## src/rtl/wdf_pkg.sv

```systemverilog
// constants, field layout and state type for the watchdog feed block
// assumes an 8-bit register port on the single core clock
package wdf_pkg;
   // register addresses on the register port
   localparam logic [7:0] ADDR_CONTROL = 8'hA7; // control holding register
   localparam logic [7:0] ADDR_RELOAD  = 8'hC1; // reload holding register
   localparam logic [7:0] ADDR_FEED1   = 8'hC2; // first feed port
   localparam logic [7:0] ADDR_FEED2   = 8'hC3; // second feed port
   // feed key values
   localparam logic [7:0] FEED1_KEY    = 8'hA5;
   localparam logic [7:0] FEED2_KEY    = 8'h5A;
   // control byte field positions
   localparam int PRE_MSB = 7;
   localparam int PRE_LSB = 5;
   localparam int RUN_BIT = 2;
   localparam int TOF_BIT = 1;
   localparam int CLK_BIT = 0;
   // values after reset
   localparam logic [2:0] PRE_RST    = 3'h7;
   localparam logic       RUN_RST    = 1'b1;
   localparam logic       CLK_RST    = 1'b1;
   localparam logic [7:0] RELOAD_RST = 8'hFF;
   // prescaler geometry: tap n divides by two to the (5 plus n)
   localparam int          PRESC_W    = 13;
   localparam logic [3:0]  TAP_BASE   = 4'h5;
   // feed sequence state
   typedef enum logic {WDF_IDLE, WDF_ARMED} wdf_feed_t;
endpackage

```

## src/rtl/wdf_watchdog.sv

```systemverilog
// watchdog holding registers, feed sequence checker and down counter
// assumes register strobes and watchdog clock ticks synchronous to clk_i
`timescale 1ns/10ps
// Functional notes
// - software writes only reach holding registers
// - new holding values wait for valid feed
// - feed is A5 to first, 5A to second
// - reads allowed between feed writes, writes break
// - bad feed in watchdog mode resets immediately
// - control write must be followed by feed
// - timer mode copies control every cycle
// - timeout is 2^(5+tap)*(reload+1)+1 ticks
// - tap 0..7, reload 0..255 accepted
// - control byte field layout fixed
// - source select: oscillator 1, peripheral 0
// - safety lock forces source select to 1
// - run control gates counting, locked to 1
// - underflow sets flag, watchdog-mode feed or zero clears
// - reset control: tap 111, run 1, source 1
// - underflow with reset enabled asserts reset
// - safety lock allows one write each
// - timer mode underflow reloads and continues
// - timer mode ignores bad feeds
module wdf_watchdog (
   input  wire logic       clk_i,            // core clock
   input  wire logic       arst_n_i,         // async reset, active low
   input  wire logic       sfr_wr_i,         // register write strobe
   input  wire logic       sfr_rd_i,         // register read strobe
   input  wire logic [7:0] sfr_addr_i,       // register address
   input  wire logic [7:0] sfr_wdata_i,      // register write data
   input  wire logic       reset_enable_cfg_i, // watchdog mode when 1
   input  wire logic       safety_lock_cfg_i,  // safety features
   input  wire logic       tof_init_i,       // flag value after reset
   input  wire logic       osc_tick_i,       // watchdog oscillator tick
   input  wire logic       pclk_tick_i,      // peripheral clock tick
   output logic      [7:0] sfr_rdata_o,      // read data
   output logic            wdt_reset_o,      // watchdog reset pulse
   output logic            underflow_o,      // underflow event pulse
   output logic      [7:0] count_o           // live down counter
);

   logic [7:0]  ctl_hold;      // control holding byte, flag excluded
   logic [7:0]  reload_hold;   // reload holding byte
   logic [2:0]  live_pre;      // live prescaler tap
   logic        live_run;      // live run control
   logic        live_clk;      // live source select
   logic        timeout_flag;  // sticky underflow flag
   logic        init_done;     // flag strap captured
   logic        ctl_once;      // control written since reset
   logic        reload_once;   // reload written since reset
   logic        pend_ctl;      // control write awaits feed
   logic [12:0] presc;         // prescaler
   logic        zero_hit;      // counter expired, final tick pending
   wdf_pkg::wdf_feed_t feed_st; // feed sequence state

   logic        wd_mode;       // reset function enabled
   logic        locked;        // both safety bits set
   logic        ctl_wr;        // accepted control write
   logic        reload_wr;     // accepted reload write
   logic        feed_ok;       // feed completes this cycle
   logic        feed_bad;      // feed broken this cycle
   logic        arm;           // first key accepted
   logic        tick;          // selected watchdog clock tick
   logic        run_eff;       // effective run control
   logic        clk_eff;       // effective source select
   logic [12:0] tap_mask;      // prescaler wrap mask
   logic        presc_wrap;    // prescaler reached tap
   logic        uf;            // underflow this cycle

   assign wd_mode   = reset_enable_cfg_i;
   assign locked    = reset_enable_cfg_i & safety_lock_cfg_i;
   // lock allows one write per holding register
   assign ctl_wr    = sfr_wr_i & (sfr_addr_i == wdf_pkg::ADDR_CONTROL)
                      & ~(locked & ctl_once);
   assign reload_wr = sfr_wr_i & (sfr_addr_i == wdf_pkg::ADDR_RELOAD)
                      & ~(locked & reload_once);
   assign run_eff   = live_run | locked;
   assign clk_eff   = live_clk | locked;
   // oscillator when 1, peripheral clock when 0
   assign tick      = clk_eff ? osc_tick_i : pclk_tick_i;
   assign tap_mask  = 13'((32'h1 << (wdf_pkg::TAP_BASE + live_pre)) - 32'h1);
   assign presc_wrap = (presc & tap_mask) == tap_mask;
   assign uf        = tick & run_eff & zero_hit;

   // feed sequence decode; reads never disturb it
   always_comb begin
      feed_ok  = 1'b0;
      feed_bad = 1'b0;
      arm      = 1'b0;
      if (sfr_wr_i) begin
         if (feed_st == wdf_pkg::WDF_ARMED) begin
            // any write other than the second key breaks the feed
            if (sfr_addr_i == wdf_pkg::ADDR_FEED2 &&
                sfr_wdata_i == wdf_pkg::FEED2_KEY) begin
               feed_ok = 1'b1;
            end else begin
               feed_bad = 1'b1;
            end
         end else if (sfr_addr_i == wdf_pkg::ADDR_FEED1) begin
            arm      = sfr_wdata_i == wdf_pkg::FEED1_KEY;
            feed_bad = sfr_wdata_i != wdf_pkg::FEED1_KEY;
         end else if (sfr_addr_i == wdf_pkg::ADDR_FEED2) begin
            feed_bad = 1'b1;
         end else if (pend_ctl) begin
            feed_bad = 1'b1;
         end
      end
   end

   // feed state machine
   always_ff @(posedge clk_i or negedge arst_n_i) begin
      if (!arst_n_i) begin
         feed_st <= wdf_pkg::WDF_IDLE;
      end else begin
         unique case (feed_st)
            wdf_pkg::WDF_IDLE: begin
               if (arm) begin
                  feed_st <= wdf_pkg::WDF_ARMED;
               end
            end
            wdf_pkg::WDF_ARMED: begin
               if (sfr_wr_i) begin
                  feed_st <= wdf_pkg::WDF_IDLE;
               end
            end
         endcase
      end
   end

   // pending control write in watchdog mode
   always_ff @(posedge clk_i or negedge arst_n_i) begin
      if (!arst_n_i) begin
         pend_ctl <= 1'b0;
      end else if (ctl_wr && wd_mode) begin
         pend_ctl <= 1'b1;
      end else if (sfr_wr_i) begin
         pend_ctl <= 1'b0;
      end
   end

   // holding registers and write-once tracking
   always_ff @(posedge clk_i or negedge arst_n_i) begin
      if (!arst_n_i) begin
         ctl_hold    <= {wdf_pkg::PRE_RST, 2'h0, wdf_pkg::RUN_RST,
                         1'b0, wdf_pkg::CLK_RST};
         reload_hold <= wdf_pkg::RELOAD_RST;
         ctl_once    <= 1'b0;
         reload_once <= 1'b0;
      end else begin
         if (ctl_wr) begin
            // reserved bits and flag are not stored here
            ctl_hold <= sfr_wdata_i & 8'hE5;
            ctl_once <= 1'b1;
         end
         if (reload_wr) begin
            reload_hold <= sfr_wdata_i;
            reload_once <= 1'b1;
         end
      end
   end

   // live control register
   always_ff @(posedge clk_i or negedge arst_n_i) begin
      if (!arst_n_i) begin
         live_pre <= wdf_pkg::PRE_RST;
         live_run <= wdf_pkg::RUN_RST;
         live_clk <= wdf_pkg::CLK_RST;
      end else if (!wd_mode || feed_ok) begin
         // timer mode copies every cycle, watchdog mode on feed
         live_pre <= ctl_hold[wdf_pkg::PRE_MSB:wdf_pkg::PRE_LSB];
         live_run <= ctl_hold[wdf_pkg::RUN_BIT];
         live_clk <= ctl_hold[wdf_pkg::CLK_BIT];
      end
   end

   // prescaler and down counter
   always_ff @(posedge clk_i or negedge arst_n_i) begin
      if (!arst_n_i) begin
         presc    <= 13'h0000;
         count_o  <= wdf_pkg::RELOAD_RST;
         zero_hit <= 1'b0;
      end else if (feed_ok) begin
         presc    <= 13'h0000;
         count_o  <= reload_hold;
         zero_hit <= 1'b0;
      end else if (tick && run_eff) begin
         if (zero_hit) begin
            // final tick of the timeout, reload and carry on
            zero_hit <= 1'b0;
            count_o  <= reload_hold;
            presc    <= 13'h0000;
         end else if (presc_wrap) begin
            presc <= 13'h0000;
            if (count_o == 8'h00) begin
               zero_hit <= 1'b1;
            end else begin
               count_o <= count_o - 8'h01;
            end
         end else begin
            presc <= presc + 13'h0001;
         end
      end
   end

   // timeout flag; hardware set wins over clears
   always_ff @(posedge clk_i or negedge arst_n_i) begin
      if (!arst_n_i) begin
         timeout_flag <= 1'b0;
         init_done    <= 1'b0;
      end else begin
         init_done <= 1'b1;
         if (!init_done) begin
            timeout_flag <= tof_init_i;
         end else if (uf) begin
            timeout_flag <= 1'b1;
         end else if ((feed_ok && wd_mode) ||
                      (ctl_wr && !sfr_wdata_i[wdf_pkg::TOF_BIT])) begin
            timeout_flag <= 1'b0;
         end
      end
   end

   // reset and event outputs
   always_ff @(posedge clk_i or negedge arst_n_i) begin
      if (!arst_n_i) begin
         wdt_reset_o <= 1'b0;
         underflow_o <= 1'b0;
      end else begin
         wdt_reset_o <= wd_mode & (feed_bad | uf);
         underflow_o <= uf;
      end
   end

   // registered read data
   always_ff @(posedge clk_i or negedge arst_n_i) begin
      if (!arst_n_i) begin
         sfr_rdata_o <= 8'h00;
      end else if (sfr_rd_i) begin
         unique case (sfr_addr_i)
            wdf_pkg::ADDR_CONTROL: begin
               sfr_rdata_o <= ctl_hold | {6'h00, timeout_flag, 1'b0};
            end
            wdf_pkg::ADDR_RELOAD: begin
               sfr_rdata_o <= reload_hold;
            end
            default: begin
               sfr_rdata_o <= 8'h00;
            end
         endcase
      end
   end
endmodule

```

## config.mk

```make
export PLATFORM = sky130hd
export DESIGN_NAME = wdf_watchdog
export DESIGN_NICKNAME = d
export VERILOG_FILES = /design/src/rtl/wdf_pkg.sv /design/src/rtl/wdf_watchdog.sv
export SDC_FILE = /design/constraint.sdc
export NUM_CORES = 1
export LEC_CHECK = 0
export ABC_AREA = 1
export BUFFER_PORTS_ARGS = -buffer_cell sky130_fd_sc_hd__buf_2
export CAP_MARGIN = 20
export CELL_PAD_IN_SITES_DETAIL_PLACEMENT = 1
export CELL_PAD_IN_SITES_GLOBAL_PLACEMENT = 1
export CORE_MARGIN = 2
export CORE_UTILIZATION = 30
export DETAILED_ROUTE_END_ITERATION = 10
export GPL_ROUTABILITY_DRIVEN = 1
export HOLD_SLACK_MARGIN = 0.1
export PLACE_DENSITY_LB_ADDON = 0.1
export SYNTH_ARGS = -nofsm -noshare
export SYNTH_HDL_FRONTEND = slang
export SYNTH_SLANG_ARGS = --single-unit
```

## constraint.sdc

```tcl
create_clock -name clk_i -period 3.6 [get_ports clk_i]
set_clock_uncertainty 0.15 [all_clocks]
set_input_delay 0.18 -clock clk_i [delete_from_list [all_inputs] [get_ports clk_i]]
set_output_delay 0.18 -clock clk_i [all_outputs]
set_load 0.005 [all_outputs]
```

Word level (Yosys, flattened, before mapping). Index checks and enable logic that the tools add are counted.

Reductions and logical operators: 14. Div/mod/pow operators: 0. Shift-type cells: 1. $add $sub $neg: 4. Multipliers: 0. Muxes and demuxes: 36. Bitwise operators: 18. Order comparisons: 0. Eq/ne operators: 10.

Operator list (number): $mux W13 (4); $eq A8 B8 Y1 const B (5); $mux W8 (5); $mux W1 (25); $pmux W8 S2 (1); $add A13 B1 Y13 const B (1); $and A13 B13 Y13 (1); $eq A13 B13 Y1 (1); $shl A1 B4 Y13 const A (1); $sub A13 B1 Y13 const B (1); $and A1 B1 Y1 (10); $eq A8 B7 Y1 const B (1); $logic_not A8 Y1 (1); $ne A8 B8 Y1 const B (1); $or A8 B2 Y8 (1); $sub A8 B1 Y8 const B (1); $logic_and A1 B1 Y1 (5); $add A3 B3 Y4 const A (1); $reduce_bool A2 Y1 (2); $ne A3 B1 Y1 const B (1); $ne A3 B3 Y1 const B (1); $not A1 Y1 (3); $or A1 B1 Y1 (3); $reduce_and A3 Y1 (1); 4 further kinds (6).

Register bits after elaboration: 56. Bits in latches: 0. RAM bits: 0. Memory bits (read-only): 0. Memories: 0. Output and inout bits: 18.

Logic depth before layout (Yosys ltp).
Depth after elaboration: 10. Mapped depth: 12.

Worst setup path after synthesis. No wires, ideal clock.

Path type: register to register. Start: register count_o[0]. End: register count_o[0]. Arrival: 1438 ps. Setup slack: 1952 ps. Setup time: 60 ps. Cell stages (with the launch flop): 10. Data required time: 3390 ps. Buffers on the path: 0. Clock period less this slack: 1648 ps. Cells stage by stage: dfstp_2 > inv_1 > ha_1 > nand4_1 > nor2_1 > nand3_1 > nand2_1 > nor2_4 > nand2_1 > nand2_1.

Longest elaborated chain between the ends: 6. Elaborated cells between the ends (all ways): 9. Those cells by class: add/sub (1); eq/ne (1); mux (5); reduce/logical (2).

Ends and longest elaborated chain: start, declared (RTL line wdf_watchdog.sv:39) `output logic [7:0] count_o`; start signal, assigned (RTL line wdf_watchdog.sv:180) `count_o <= wdf_pkg::RELOAD_RST;`; start signal, assigned (RTL line wdf_watchdog.sv:184) `count_o <= reload_hold;`; start signal, assigned (RTL line wdf_watchdog.sv:190) `count_o <= reload_hold;`; $sub A8 B1 Y8 (RTL line wdf_watchdog.sv:197) `count_o <= count_o - 8'h01;`; $mux W8 (RTL line wdf_watchdog.sv:194) `if (count_o == 8'h00) begin`; $mux W8 (RTL line wdf_watchdog.sv:192) `end else if (presc_wrap) begin`; $mux W8 (RTL line wdf_watchdog.sv:187) `if (zero_hit) begin`; $mux W8 (RTL line wdf_watchdog.sv:186) `end else if (tick && run_eff) begin`; $mux W8 (RTL line wdf_watchdog.sv:182) `end else if (feed_ok) begin`.

Several ways; a longest one is shown, not always the timed one. The select of a mux whose other input is x is not followed. A chain may end at the register's enable or synchronous reset.

Worst setup path after layout.
Start: input sfr_wdata_i[7]. End: register count_o[4].

Longest elaborated chain between the ends: 7. Elaborated cells between the ends (all ways): 10. Those cells by class: eq/ne (2); mux (4); reduce/logical (4).

Ends and longest elaborated chain: start, declared (RTL line wdf_watchdog.sv:30) `input wire logic [7:0] sfr_wdata_i,`; $eq A8 B7 Y1 * (RTL line wdf_watchdog.sv:94) `sfr_wdata_i == wdf_pkg::FEED2_KEY) begin`; $logic_and A1 B1 Y1 * (RTL line wdf_watchdog.sv:93) `if (sfr_addr_i == wdf_pkg::ADDR_FEED2 &&`; $mux W1 * (RTL line wdf_watchdog.sv:93); $mux W1 * (RTL line wdf_watchdog.sv:91) `if (feed_st == wdf_pkg::WDF_ARMED) begin`; $mux W1 * (RTL line wdf_watchdog.sv:90) `if (sfr_wr_i) begin`; $ne A3 B3 Y1 (no line) (tied with other cells); $reduce_and A3 Y1 (no line).

Every way passes the cells marked *; elsewhere a longest branch is shown, timed or not.

==> impl_metrics.toml <==
[outcome]
status = "finished, final reports clean"

[routing]
wirelength_um = 8090
avgViaCountPerCell = 4.58
drt_iter0_drc = 68
vias = 2672
first_pass_iters = 4
remaining_drc_errors = 0
post_drt_wl_per_cell_um = 13.9
detail-route-antenna-nets = 0

[timing]
fin_crit_sh = 0.644
slew_viol_final = 0
relSlewSlack = 0.421
hold_violations = 0
worst_slack_ps = 1280
setup_viol = 0
period_needed_ps = 2320
fin_tns_setup_ps = 0
worst_pin_slew_ps = 868
fmax_ghz = 0.431
rsz0062_at_grt = "no"

[clocking]
clk_pin_slew_worst_paths_ps = 100
post_cts_buffers = 0
cts_tree = "yes"
cts.sinks = 55
numCtsBuffers = 5
insertion_delay_ps = 310
root_buffer = "clkbuf_8"
htreeDepth = 2
clk_path_buf_depth = 2
ctsResizeCount = 0

[worst_setup_path]
crit_path_end = "count_o[4]$_DFFE_PN1P_"
cp.depth = 11
crit_required_ps = 3710
path_max_fanout = 14
worstSetupEndpointType = "flip-flop"
slowest_delay_ps = 530
crit_start = "sfr_wdata_i[7]"
path_delay_family = "simple AND/OR/NAND/NOR gates"
reg2reg_from = "feed_st$_DFF_PN0_"
crit_top_cell = "nand2_1"
r2r-end = "count_o[4]$_DFFE_PN1P_"
start_kind = "input port"
crit_arrival_ps = 2430
crit_chain = "dlygate4sd3_1 > buf_2 > inv_1 > nand3_1 > nor2_4 > nand3_4 > nand2_1 > nor2_1 > nor2_4 > nand2_1 > nand2_1"
crit_type = "in2reg"
crit_buf_inv = 3
r2r_cells = 8
critical-path-slowest-cell = "dlygate4sd3_1"
rrSetupSlack_ps = 1540

[synthesis]
yosys_warnings = 0
synthesis.area_um2 = 3000
synthCells = 396
synth.area.top_cells = "dfrtp_1 24%, dfstp_2 23%, nand2_1 16%"
ys_ff_latch = 55
synth_top_area_frac = 0.242
syn_avg_cell_area_um2 = 7.58
yosysSeqAreaShare = 0.469
synth_top_cell_by_area = "dfrtp_1"
synth.net_count = 423
yosysUniqueCellTypes = 37

[floorplanning]
die_y_um = 104
start_util = 0.309
rows = 36
dieWidth_um = 104
dieArea_um2 = 10800
ioPinCount = 43
core_area_um2 = 9730

[finish]
drive_gt1_frac = 0.204
nNetsFinal = 477
final_util = 0.368
antennaDiodeCount = 0
final_common_cell = "nand2_1"
syn_to_final_growth_pct = 19.2
layoutNonFillerInstCount = 584
fillerInstances = 1235
layout_common_cells = "127 x nand2_1, 42 x nor2_1, 42 x buf_2, 40 x inv_1, 37 x nand3_1"
ff_latch_area_um2 = 1410
multiInputGateArea_um2 = 1370

[global_routing]
antenna_found_initial = 0
top_usage_layer = "met2"
grt_pass1_vias = 2749
grt-ovfl-total = 0
grt_max_degree = 37
grt_pass1_wl_um = 13800
grtUsageMet2 = 0.251
groute.usage.overall = 0.155
met3_usage = 0.0226
grtUsageMet1 = 0.218

[power]
ir_drop_mv = 0.169
p_leak_nw = 1.68
cellPowerDensity_nw_per_um2 = 363

[placed_design]
dpl_worst_slack_ps = 1430
port_buffers = 42
placed_cells = 562
gp_congestion = 0.764
hpwl_um = 6130

[job]
cap_violations = 0

[hold_path]
hp-class = "in2reg"
[Yosys cell counts, drive strengths merged]
cell and instances:
conb 1, xor2 1, o22ai 1, o31ai 1, nor2 47, a31oi 6, nand2 129, dfstp 26
nor3b 2, nand3 39, buf 8, o21ai 33, xnor2 4, dfrtp 29, o21a 1, nand3b 1
clkbuf 2, nand4 6, inv 42, or2 1, a21oi 8, o211ai 2, nor3 4, ha 2
[layer usage]
metal  vias to the layer above  wire length [um]
met5                         -                 0
met4                         0                66
met3                         7               201
met2                        38              3660
met1                      1259              4160
li1                       1368                 -
[metrics by stage]
| stage | hold WS (ps) | instance area (um^2) | power [mW] |
|---|---|---|---|
| 4_1_cts | 106 | 3580 | 1.33 |
| 5_1_grt | 127 | 3580 | 1.38 |
| 3_5_place_dp | 201 | 3320 | 0.867 |
| 6_report | 103 | 3580 | 1.30 |
| 2_1_floorplan | -266 | 3000 | 0.800 |
| 3_3_place_gp | 195 | 3320 | 0.866 |
[how the worst min path moves through the flow]
stage / slack [ps] / end / from / depth (start not counted)
2_1_floorplan: -270 / ctl_once$_DFFE_PN0P_ / arst_n_i / 0
3_3_place_gp: 190 / presc[11]$_DFFE_PN0P_ / arst_n_i / 1
3_5_place_dp: 200 / presc[10]$_DFFE_PN0P_ / arst_n_i / 1
4_1_cts: 110 / sfr_rdata_o[3]$_DFFE_PN0P_ / sfr_addr_i[1] / 4
5_1_grt: 130 / sfr_rdata_o[3]$_DFFE_PN0P_ / sfr_addr_i[1] / 4
6_report: 100 / sfr_rdata_o[3]$_DFFE_PN0P_ / sfr_addr_i[1] / 4
[layout make-up]
class,count,area share
Sequential cell,55,0.393
Multi-Input combinational cell,289,0.383
Timing Repair Buffer,57,0.0999
Tap cell,133,0.0465
Inverter,42,0.0440
Clock buffer,6,0.0231
Clock inverter,2,0.00978
[worst register-to-register path: stages, from the launching register on]
cell	delay, ps
dfrtp_1	400
nand3_1	130
nor2_4	170
nand3_4	200
nand2_1	360
nor2_1	180
nor2_4	240
nand2_1	110
nand2_1	70
[timing repair]
action | in CTS | in global routing
hold buffers | 14 | 0
hold endpoints to repair | 47 | 0
setup endpoints to repair | 0 | 0
[sequential cells by signal, summed over array words and instances (netlist names)]
signal	cells
pend_ctl	1
presc	12
underflow_o	1
ctl_hold	5
wdt_reset_o	1
count_o	8
feed_st	1
live_pre	3
reload_once	1
init_done	1
live_clk	1
live_run	1
zero_hit	1
ctl_once	1
sfr_rdata_o	8
reload_hold	8
timeout_flag	1
[logic make-up (layout without fill, tap and decap cells)]
group / count (synthesis) / after routing / synth area share
and+or+nand+nor: 229 / 229 / 0.334
adders and majority gates: 2 / 2 / 0.00833
DFF: 55 / 55 / 0.469
AOI/OAI and AO/OA: 52 / 52 / 0.0992
xor gates and xnor gates: 5 / 5 / 0.0146
buffers and inverters: 52 / 107 / 0.0737
other: 1 / 1 / 0.00125
[where the power goes]
part	total (mW)	switching (mW)	internal, mW
clock	0.436	0.210	0.226
sequential	0.704	0.0371	0.667
combinational	0.162	0.0961	0.0656
total	1.30	0.343	0.958
Power figures use the tool's default switching activity.
